**src/logic/lsir_pkg.sv**
```systemverilog
`default_nettype none
package lsir_pkg;

    // Register byte addresses
    localparam logic [7:0] ADDR_RT_STATUS_1    = 8'h56;
    localparam logic [7:0] ADDR_RT_STATUS_2    = 8'h57;
    localparam logic [7:0] ADDR_LATCHED_STATE  = 8'h59;
    localparam logic [7:0] ADDR_LATCHED_LIMIT  = 8'h5a;
    localparam logic [7:0] ADDR_STATE_IRQ_EN   = 8'h5b;
    localparam logic [7:0] ADDR_LIMIT_IRQ_EN   = 8'h5c;
    localparam logic [7:0] ADDR_OFFSET_WORD_A_BYTE0     = 8'h65;
    localparam logic [7:0] ADDR_OFFSET_WORD_A_BYTE1     = 8'h66;
    localparam logic [7:0] ADDR_OFFSET_WORD_A_BYTE2     = 8'h67;
    localparam logic [7:0] ADDR_OFFSET_WORD_A_BYTE3     = 8'h68;
    localparam logic [7:0] ADDR_PHASE_BYTE0    = 8'h7d;
    localparam logic [7:0] ADDR_PHASE_BYTE1    = 8'h7e;
    localparam logic [7:0] ADDR_PHASE_BYTE2    = 8'h7f;
    localparam logic [7:0] ADDR_PHASE_BYTE3    = 8'h80;

    // Bit positions inside the byte registers
    localparam int BIT_LOSS_OF_LOCK = 5;
    localparam int BIT_TRACKING     = 4;
    localparam int BIT_HOLD         = 3;
    localparam int BIT_OFFSET_WORD_A_LIMIT   = 2;
    localparam int BIT_WONT_RUN     = 4;

    // Index of each change source in the internal 4-bit vectors
    localparam int IDX_HOLD  = 0;
    localparam int IDX_TRK   = 1;
    localparam int IDX_LOL   = 2;
    localparam int IDX_OFFSET_WORD_A_LIMIT_FLAG  = 3;
    localparam int NUM_SRC   = 4;

    // Values after reset
    localparam logic [7:0]  RESET_BYTE = 8'h00;
    localparam logic [3:0]  RESET_VEC4 = 4'h0;
    localparam logic [31:0] RESET_WORD = 32'h0000_0000;

    // State reported by the loop core
    typedef enum logic [1:0] {
        LSIR_FREERUN         = 2'b00,
        LSIR_HOLD            = 2'b01,
        LSIR_TRACK_LOCKED    = 2'b10,
        LSIR_TRACK_UNLOCKED  = 2'b11
    } lsir_loop_state_e;

endpackage
`default_nettype wire

```
**src/logic/lsir_loop_status_regs.sv**
```systemverilog
// Functional notes
// - Wrong firmware sets won't-run, forces free-run until reset
// - Frequency-limit flag follows loop limit condition
// - Loss-of-lock change sets latched bit 5
// - Tracking change sets latched bit 4
// - Hold change sets latched bit 3
// - Frequency-limit change sets bit 2 at 5Ah
// - Writing one clears latched flag; zero keeps
// - Enables 5,4,3 gate state flags to summary
// - Enable bit 2 gates limit flag to summary
// - Offset word bytes at 65h to 68h
// - Offset word read-only two's-complement tuning offset
// - Phase word bytes at 7Dh to 80h
// - Phase word unit is 2^-10 ns
// - Positive phase means input leads feedback
// - Loss-of-lock bit meaningful only while tracking
// - Hold bit meaningful only while not tracking
`timescale 1ns/1ps
`default_nettype none
module lsir_loop_status_regs (
    input  wire logic        clk_in,
    input  wire logic        rst_in,
    input  wire logic [7:0]  addr_in,
    input  wire logic        wr_in,
    input  wire logic [7:0]  wdata_in,
    input  wire logic        rd_in,
    input  wire logic [1:0]  loop_state_in,
    input  wire logic        at_limit_in,
    input  wire logic        firmware_mismatch_in,
    input  wire logic [31:0] offset_word_in,
    input  wire logic [31:0] phase_word_in,
    output var  logic [7:0]  rdata_out,
    output var  logic        rd_valid_out,
    output var  logic        loop_summary_irq_status_out,
    output var  logic        wont_run_flag_out,
    output var  logic        offset_word_a_limit_flag_out,
    output var  logic        loss_of_lock_flag_out,
    output var  logic        tracking_flag_out,
    output var  logic        hold_state_flag_out
);

    // Byte n of a 32-bit word
    function automatic logic [7:0] word_byte(input logic [31:0] w,
                                             input logic [1:0]  n);
        word_byte = w[8*n +: 8];
    endfunction

    lsir_pkg::lsir_loop_state_e state;
    logic [3:0]                 rt;
    logic [3:0]                 prev_rt;
    logic [3:0]                 change;
    logic [3:0]                 latched;
    logic [3:0]                 irq_en;
    logic [3:0]                 clr;
    logic [31:0]                offset_word_a_snap;
    logic [31:0]                phase_snap;
    logic [7:0]                 next_rdata;
    logic                       wr_state;
    logic                       wr_limit;
    logic                       rd_freq0;
    logic                       rd_phase0;

    assign state     = lsir_pkg::lsir_loop_state_e'(loop_state_in);
    assign wr_state  = wr_in && (addr_in == lsir_pkg::ADDR_LATCHED_STATE);
    assign wr_limit  = wr_in && (addr_in == lsir_pkg::ADDR_LATCHED_LIMIT);
    assign rd_freq0  = rd_in && (addr_in == lsir_pkg::ADDR_OFFSET_WORD_A_BYTE0);
    assign rd_phase0 = rd_in && (addr_in == lsir_pkg::ADDR_PHASE_BYTE0);

    // Won't-run latch, sticky until reset
    always_ff @(posedge clk_in or posedge rst_in) begin
        if (rst_in) begin
            wont_run_flag_out <= 1'b0;
        end else if (firmware_mismatch_in) begin
            wont_run_flag_out <= 1'b1;
        end
    end

    // Real-time status bits; won't-run pins the loop in free-run
    always_ff @(posedge clk_in or posedge rst_in) begin
        if (rst_in) begin
            rt <= lsir_pkg::RESET_VEC4;
        end else begin
            rt[lsir_pkg::IDX_OFFSET_WORD_A_LIMIT_FLAG] <= at_limit_in;
            if (wont_run_flag_out || firmware_mismatch_in) begin
                rt[lsir_pkg::IDX_TRK]  <= 1'b0;
                rt[lsir_pkg::IDX_LOL]  <= 1'b0;
                rt[lsir_pkg::IDX_HOLD] <= 1'b0;
            end else begin
                unique case (state)
                    lsir_pkg::LSIR_FREERUN: begin
                        rt[lsir_pkg::IDX_TRK]  <= 1'b0;
                        rt[lsir_pkg::IDX_LOL]  <= 1'b0;
                        rt[lsir_pkg::IDX_HOLD] <= 1'b0;
                    end
                    lsir_pkg::LSIR_HOLD: begin
                        rt[lsir_pkg::IDX_TRK]  <= 1'b0;
                        rt[lsir_pkg::IDX_LOL]  <= 1'b0;
                        rt[lsir_pkg::IDX_HOLD] <= 1'b1;
                    end
                    lsir_pkg::LSIR_TRACK_LOCKED: begin
                        rt[lsir_pkg::IDX_TRK]  <= 1'b1;
                        rt[lsir_pkg::IDX_LOL]  <= 1'b0;
                        rt[lsir_pkg::IDX_HOLD] <= 1'b0;
                    end
                    lsir_pkg::LSIR_TRACK_UNLOCKED: begin
                        rt[lsir_pkg::IDX_TRK]  <= 1'b1;
                        rt[lsir_pkg::IDX_LOL]  <= 1'b1;
                        rt[lsir_pkg::IDX_HOLD] <= 1'b0;
                    end
                endcase
            end
        end
    end

    // Real-time outputs
    assign offset_word_a_limit_flag_out   = rt[lsir_pkg::IDX_OFFSET_WORD_A_LIMIT_FLAG];
    assign loss_of_lock_flag_out = rt[lsir_pkg::IDX_LOL];
    assign tracking_flag_out     = rt[lsir_pkg::IDX_TRK];
    assign hold_state_flag_out   = rt[lsir_pkg::IDX_HOLD];

    // Previous real-time bits for edge detection
    always_ff @(posedge clk_in or posedge rst_in) begin
        if (rst_in) begin
            prev_rt <= lsir_pkg::RESET_VEC4;
        end else begin
            prev_rt <= rt;
        end
    end

    // Clear strobes from write-one-to-clear accesses
    assign clr[lsir_pkg::IDX_HOLD] = wr_state
                                     && wdata_in[lsir_pkg::BIT_HOLD];
    assign clr[lsir_pkg::IDX_TRK]  = wr_state
                                     && wdata_in[lsir_pkg::BIT_TRACKING];
    assign clr[lsir_pkg::IDX_LOL]  = wr_state
                                     && wdata_in[lsir_pkg::BIT_LOSS_OF_LOCK];
    assign clr[lsir_pkg::IDX_OFFSET_WORD_A_LIMIT_FLAG] = wr_limit
                                     && wdata_in[lsir_pkg::BIT_OFFSET_WORD_A_LIMIT];

    // Latched change flags; a change in the clear cycle wins
    generate
        for (genvar i = 0; i < lsir_pkg::NUM_SRC; i++) begin : g_latch
            assign change[i] = rt[i] ^ prev_rt[i];
            always_ff @(posedge clk_in or posedge rst_in) begin
                if (rst_in) begin
                    latched[i] <= 1'b0;
                end else if (change[i]) begin
                    latched[i] <= 1'b1;
                end else if (clr[i]) begin
                    latched[i] <= 1'b0;
                end
            end
        end
    endgenerate

    // Interrupt enable registers
    always_ff @(posedge clk_in or posedge rst_in) begin
        if (rst_in) begin
            irq_en <= lsir_pkg::RESET_VEC4;
        end else if (wr_in) begin
            if (addr_in == lsir_pkg::ADDR_STATE_IRQ_EN) begin
                irq_en[lsir_pkg::IDX_LOL]  <=
                    wdata_in[lsir_pkg::BIT_LOSS_OF_LOCK];
                irq_en[lsir_pkg::IDX_TRK]  <=
                    wdata_in[lsir_pkg::BIT_TRACKING];
                irq_en[lsir_pkg::IDX_HOLD] <=
                    wdata_in[lsir_pkg::BIT_HOLD];
            end
            if (addr_in == lsir_pkg::ADDR_LIMIT_IRQ_EN) begin
                irq_en[lsir_pkg::IDX_OFFSET_WORD_A_LIMIT_FLAG] <=
                    wdata_in[lsir_pkg::BIT_OFFSET_WORD_A_LIMIT];
            end
        end
    end

    // Loop summary interrupt status
    always_ff @(posedge clk_in or posedge rst_in) begin
        if (rst_in) begin
            loop_summary_irq_status_out <= 1'b0;
        end else begin
            loop_summary_irq_status_out <= |(latched & irq_en);
        end
    end

    // Snapshots taken when the low byte is read
    always_ff @(posedge clk_in or posedge rst_in) begin
        if (rst_in) begin
            offset_word_a_snap <= lsir_pkg::RESET_WORD;
        end else if (rd_freq0) begin
            offset_word_a_snap <= offset_word_in;
        end
    end

    // Phase word in 2^-10 ns steps, positive when input leads
    always_ff @(posedge clk_in or posedge rst_in) begin
        if (rst_in) begin
            phase_snap <= lsir_pkg::RESET_WORD;
        end else if (rd_phase0) begin
            phase_snap <= phase_word_in;
        end
    end

    // Read decode; unmapped addresses read zero
    always_comb begin
        next_rdata = lsir_pkg::RESET_BYTE;
        unique case (addr_in)
            lsir_pkg::ADDR_RT_STATUS_1: begin
                next_rdata[lsir_pkg::BIT_LOSS_OF_LOCK] = rt[lsir_pkg::IDX_LOL];
                next_rdata[lsir_pkg::BIT_TRACKING]     = rt[lsir_pkg::IDX_TRK];
                next_rdata[lsir_pkg::BIT_HOLD]         = rt[lsir_pkg::IDX_HOLD];
            end
            lsir_pkg::ADDR_RT_STATUS_2: begin
                next_rdata[lsir_pkg::BIT_WONT_RUN]   = wont_run_flag_out;
                next_rdata[lsir_pkg::BIT_OFFSET_WORD_A_LIMIT] = rt[lsir_pkg::IDX_OFFSET_WORD_A_LIMIT_FLAG];
            end
            lsir_pkg::ADDR_LATCHED_STATE: begin
                next_rdata[lsir_pkg::BIT_LOSS_OF_LOCK] =
                    latched[lsir_pkg::IDX_LOL];
                next_rdata[lsir_pkg::BIT_TRACKING] =
                    latched[lsir_pkg::IDX_TRK];
                next_rdata[lsir_pkg::BIT_HOLD] =
                    latched[lsir_pkg::IDX_HOLD];
            end
            lsir_pkg::ADDR_LATCHED_LIMIT: begin
                next_rdata[lsir_pkg::BIT_OFFSET_WORD_A_LIMIT] =
                    latched[lsir_pkg::IDX_OFFSET_WORD_A_LIMIT_FLAG];
            end
            lsir_pkg::ADDR_STATE_IRQ_EN: begin
                next_rdata[lsir_pkg::BIT_LOSS_OF_LOCK] =
                    irq_en[lsir_pkg::IDX_LOL];
                next_rdata[lsir_pkg::BIT_TRACKING] =
                    irq_en[lsir_pkg::IDX_TRK];
                next_rdata[lsir_pkg::BIT_HOLD] =
                    irq_en[lsir_pkg::IDX_HOLD];
            end
            lsir_pkg::ADDR_LIMIT_IRQ_EN: begin
                next_rdata[lsir_pkg::BIT_OFFSET_WORD_A_LIMIT] =
                    irq_en[lsir_pkg::IDX_OFFSET_WORD_A_LIMIT_FLAG];
            end
            lsir_pkg::ADDR_OFFSET_WORD_A_BYTE0:
                next_rdata = word_byte(offset_word_in, 2'd0);
            lsir_pkg::ADDR_OFFSET_WORD_A_BYTE1:
                next_rdata = word_byte(offset_word_a_snap, 2'd1);
            lsir_pkg::ADDR_OFFSET_WORD_A_BYTE2:
                next_rdata = word_byte(offset_word_a_snap, 2'd2);
            lsir_pkg::ADDR_OFFSET_WORD_A_BYTE3:
                next_rdata = word_byte(offset_word_a_snap, 2'd3);
            lsir_pkg::ADDR_PHASE_BYTE0:
                next_rdata = word_byte(phase_word_in, 2'd0);
            lsir_pkg::ADDR_PHASE_BYTE1:
                next_rdata = word_byte(phase_snap, 2'd1);
            lsir_pkg::ADDR_PHASE_BYTE2:
                next_rdata = word_byte(phase_snap, 2'd2);
            lsir_pkg::ADDR_PHASE_BYTE3:
                next_rdata = word_byte(phase_snap, 2'd3);
            default: next_rdata = lsir_pkg::RESET_BYTE;
        endcase
    end

    // Registered read data, one cycle after the request
    always_ff @(posedge clk_in or posedge rst_in) begin
        if (rst_in) begin
            rdata_out    <= lsir_pkg::RESET_BYTE;
            rd_valid_out <= 1'b0;
        end else begin
            rd_valid_out <= rd_in;
            if (rd_in) begin
                rdata_out <= next_rdata;
            end
        end
    end
endmodule
`default_nettype wire

```
**config.mk**
```make
export PLATFORM = sky130hd
export DESIGN_NAME = lsir_loop_status_regs
export DESIGN_NICKNAME = d
export VERILOG_FILES = /design/src/logic/lsir_pkg.sv /design/src/logic/lsir_loop_status_regs.sv
export SDC_FILE = /design/constraint.sdc
export NUM_CORES = 1
export LEC_CHECK = 0
export ABC_AREA = 1
export BUFFER_PORTS_ARGS = -buffer_cell sky130_fd_sc_hd__buf_4
export CAP_MARGIN = 30
export CORE_MARGIN = 2
export CORE_UTILIZATION = 25
export CTS_BUF_LIST = sky130_fd_sc_hd__clkbuf_4
export DETAILED_ROUTE_END_ITERATION = 8
export GPL_ROUTABILITY_DRIVEN = 1
export GPL_TIMING_DRIVEN = 1
export PLACE_DENSITY_LB_ADDON = 0.3
export RECOVER_POWER = 100
export SYNTH_ARGS = -nofsm -noshare
export SYNTH_HDL_FRONTEND = slang
export SYNTH_SLANG_ARGS = --single-unit
```
**constraint.sdc**
```tcl
create_clock -name clk_in -period 7.1 [get_ports clk_in]
set_input_delay 1.42 -clock clk_in [delete_from_list [all_inputs] [get_ports clk_in]]
set_output_delay 1.42 -clock clk_in [all_outputs]
set_load 0.005 [all_outputs]
```
==> flow_summary_export.csv <==
group,metric,value,unit
floorplanning,rows,44,
sta,tightest_slew,2150,ps
yosys,syn-num-nets,495,
global_route,first_global_vias,3176,
route,drtPass1Iterations,4,
layout,layout_common_cells,"94 x nand2_1, 78 x buf_4, 75 x dfrtp_1",
layout,final_common_cell,"nand2_1",
clocking,postCtsSetupRepairBufs,0,
sta,hold_slack,470,ps
route,wl_per_cell,14.3,µm
yosys,netlist_area,0.00364,mm²
yosys,ys_warn_count,0,
clocking,cts_buffers,9,
critical_path,path_class,"in2reg",
job,maxCapViolCount,3,
layout,syn2layout_area_growth,28.0,%
yosys,syn_inst,407,
yosys,ys_types,19,
power_and_ir_drop,peakVddDrop,0.0000700,V
sta,hold_viol_final,0,
layout,finalNonFillerCells,696,
placement,placed_area,0.00453,mm²
yosys,yosysSeqAreaShare,51.6,%
sta,setup_viol,0,
layout,layout-drive-gt1-share,24.2,%
power_and_ir_drop,finalPower,0.841,mW
layout,finish.net_count,595,
floorplanning,core_area,0.0144,mm²
layout,utilization,32.4,%
placement,post-place-ws,3610,ps
sta,tns,0,ps
placement,dp.cells,679,
sta,maxSlewViolCount,94,
placement,post-dp-hpwl,7530,µm
floorplanning,start_util,25.3,%
placement,place.gp.congestion,0.762,
clocking,cts_hold_buffers,0,
route,post-route-drc-count,0,
clocking,clkLatencyLatePin,450,ps
route,via_count,3065,
run_status,status,"finished, violations left",
sta,skew,13.8,ps
floorplanning,die_h,125,µm
clocking,clock-sinks,75,
sta,final.min_clock_period,4270,ps
clocking,cts_max_level,3,
yosys,syn_avg_cell_area,8.94,µm²
route,drtIter0Drc,166,
floorplanning,die_x,125,µm
run_status,violations,"max-capacitance violations, max-slew violations",
sta,rsz0062_at_grt,"no",
sta,worst_slack,2830,ps
clocking,clockRootBuffer,"clkbuf_4",
power_and_ir_drop,power_density,181,mW/mm²
route,drt_wl_total,9980,µm
critical_path,end_kind,"register",
global_route,grt_pass1_wl,16700,µm
global_route,grt_max_degree,76,
global_route,grt-ovfl-total,0,
global_route,grt_usage,13.8,%
layout,antenna_cells,0,
min_path,hold_class,"reg2reg",
clocking,cts_tree,"yes",
route,antenna_left,0,
critical_path,required,7440,ps
yosys,ys_ff_latch,75,
critical_path,cp-start-kind,"input pin",
layout,design_area,0.00466,mm²
route,via_per_inst,4.40,
sta,clock.fmax,234,MHz
power_and_ir_drop,p_leak,2.40,nW
critical_path,arrival,4610,ps
sta,min_period_over_period,60.1,%
placement,numPortBuffers,98,
clocking,clk_path_buf_depth,2,
floorplanning,io_pins,103,
clocking,ctsResizeCount,0,
global_route,antenna_found_initial,0,
floorplanning,die-area,0.0155,mm²
critical_path,path_max_fanout,32,
clocking,clk_pin_slew,120,ps
sta,max-slew-margin-rel,-44.1,%
-- synthesized netlist by cell type --
master / number / area (µm²)
buf_4: 1 / 7.51
or2_2: 1 / 6.26
nand2_2: 6 / 37.5
nor2_1: 34 / 128
buf_6: 4 / 45.0
nor3_1: 2 / 10.0
dfrtp_1: 75 / 1880
nor2_4: 5 / 56.3
inv_1: 31 / 116
mux2_1: 30 / 338
buf_2: 7 / 35.0
nand2_1: 93 / 349
nor2_2: 3 / 18.8
nand4_1: 2 / 12.5
xnor2_1: 4 / 35.0
mux2_2: 4 / 45.0
nand3_1: 67 / 335
inv_2: 2 / 7.51
o21ai_0: 36 / 180
-- registers in the layout, summed over array words and instances (netlist names) --
register	count
offset_word_a_snap	24
wont_run_flag_out	1
irq_en	4
rt	4
prev_rt	4
rd_valid_out	1
phase_snap	24
latched	4
rdata_out	8
loop_summary_irq_status_out	1
-- layer usage --
layer  global-route usage (%)  vias up  part of all wire [%]
met3                     4.12       11                   6.8
met4                     5.16        0                   1.6
li1                         -     1536                     -
met5                        0        -                     0
met2                     20.6       82                    46
met1                     18.9     1436                    46
-- critical path, stage by stage --
cell      delay (ps)
clkbuf_1          90
inv_1             50
nand2_1           70
nor2_1           110
clkbuf_1         740
nand2_2           50
nor2_1          1600
mux2_2           450
-- cell families (layout without fill, tap and decap cells) --
kind of cell / after synthesis / count (layout) / share of synthesized area, %
XOR/XNOR: 4 / 4 / 0.962
flip-flops: 75 / 75 / 51.6
buffers and inverters: 45 / 150 / 5.81
multiplexers: 34 / 34 / 10.5
AO/OA/AOI/OAI: 36 / 36 / 4.95
AND/OR/NAND/NOR: 213 / 213 / 26.2
-- cell type report --
| cell class | instances | area [µm²] |
|---|---|---|
| clock buffer | 10 | 75.1 |
| tap | 184 | 230 |
| clock inverter | 6 | 80.1 |
| timing repair buffer | 101 | 741 |
| fill | 1532 | 9710 |
| inverter | 33 | 124 |
| sequential | 75 | 1880 |
| multi-input combinational | 287 | 1530 |
-- power breakdown --
| group | switching, mW | internal, mW | total [mW] |
|---|---|---|---|
| registers | 0.00934 | 0.448 | 0.457 |
| logic | 0.0428 | 0.0447 | 0.0875 |
| clock network | 0.153 | 0.144 | 0.297 |
| total | 0.205 | 0.636 | 0.841 |
-- path summary, 6_finish.rpt --
kind,cells after the start,slack (ps),end,start
setup / recovery,8,2830,phase_snap[29]$_DFFE_PP0P_,addr_in[7]
min in group asynchronous,3,1620,rt[3]$_DFF_PP0_,rst_in
max in group asynchronous,3,4410,phase_snap[13]$_DFFE_PP0P_,rst_in
hold / removal,0,470,prev_rt[3]$_DFF_PP0_,rt[3]$_DFF_PP0_
hold reg to reg,0,470,prev_rt[3]$_DFF_PP0_,rt[3]$_DFF_PP0_
setup reg to reg,6,6020,rdata_out[4]$_DFFE_PP0P_,offset_word_a_snap[20]$_DFFE_PP0P_
(Power assumes the default switching activity.)
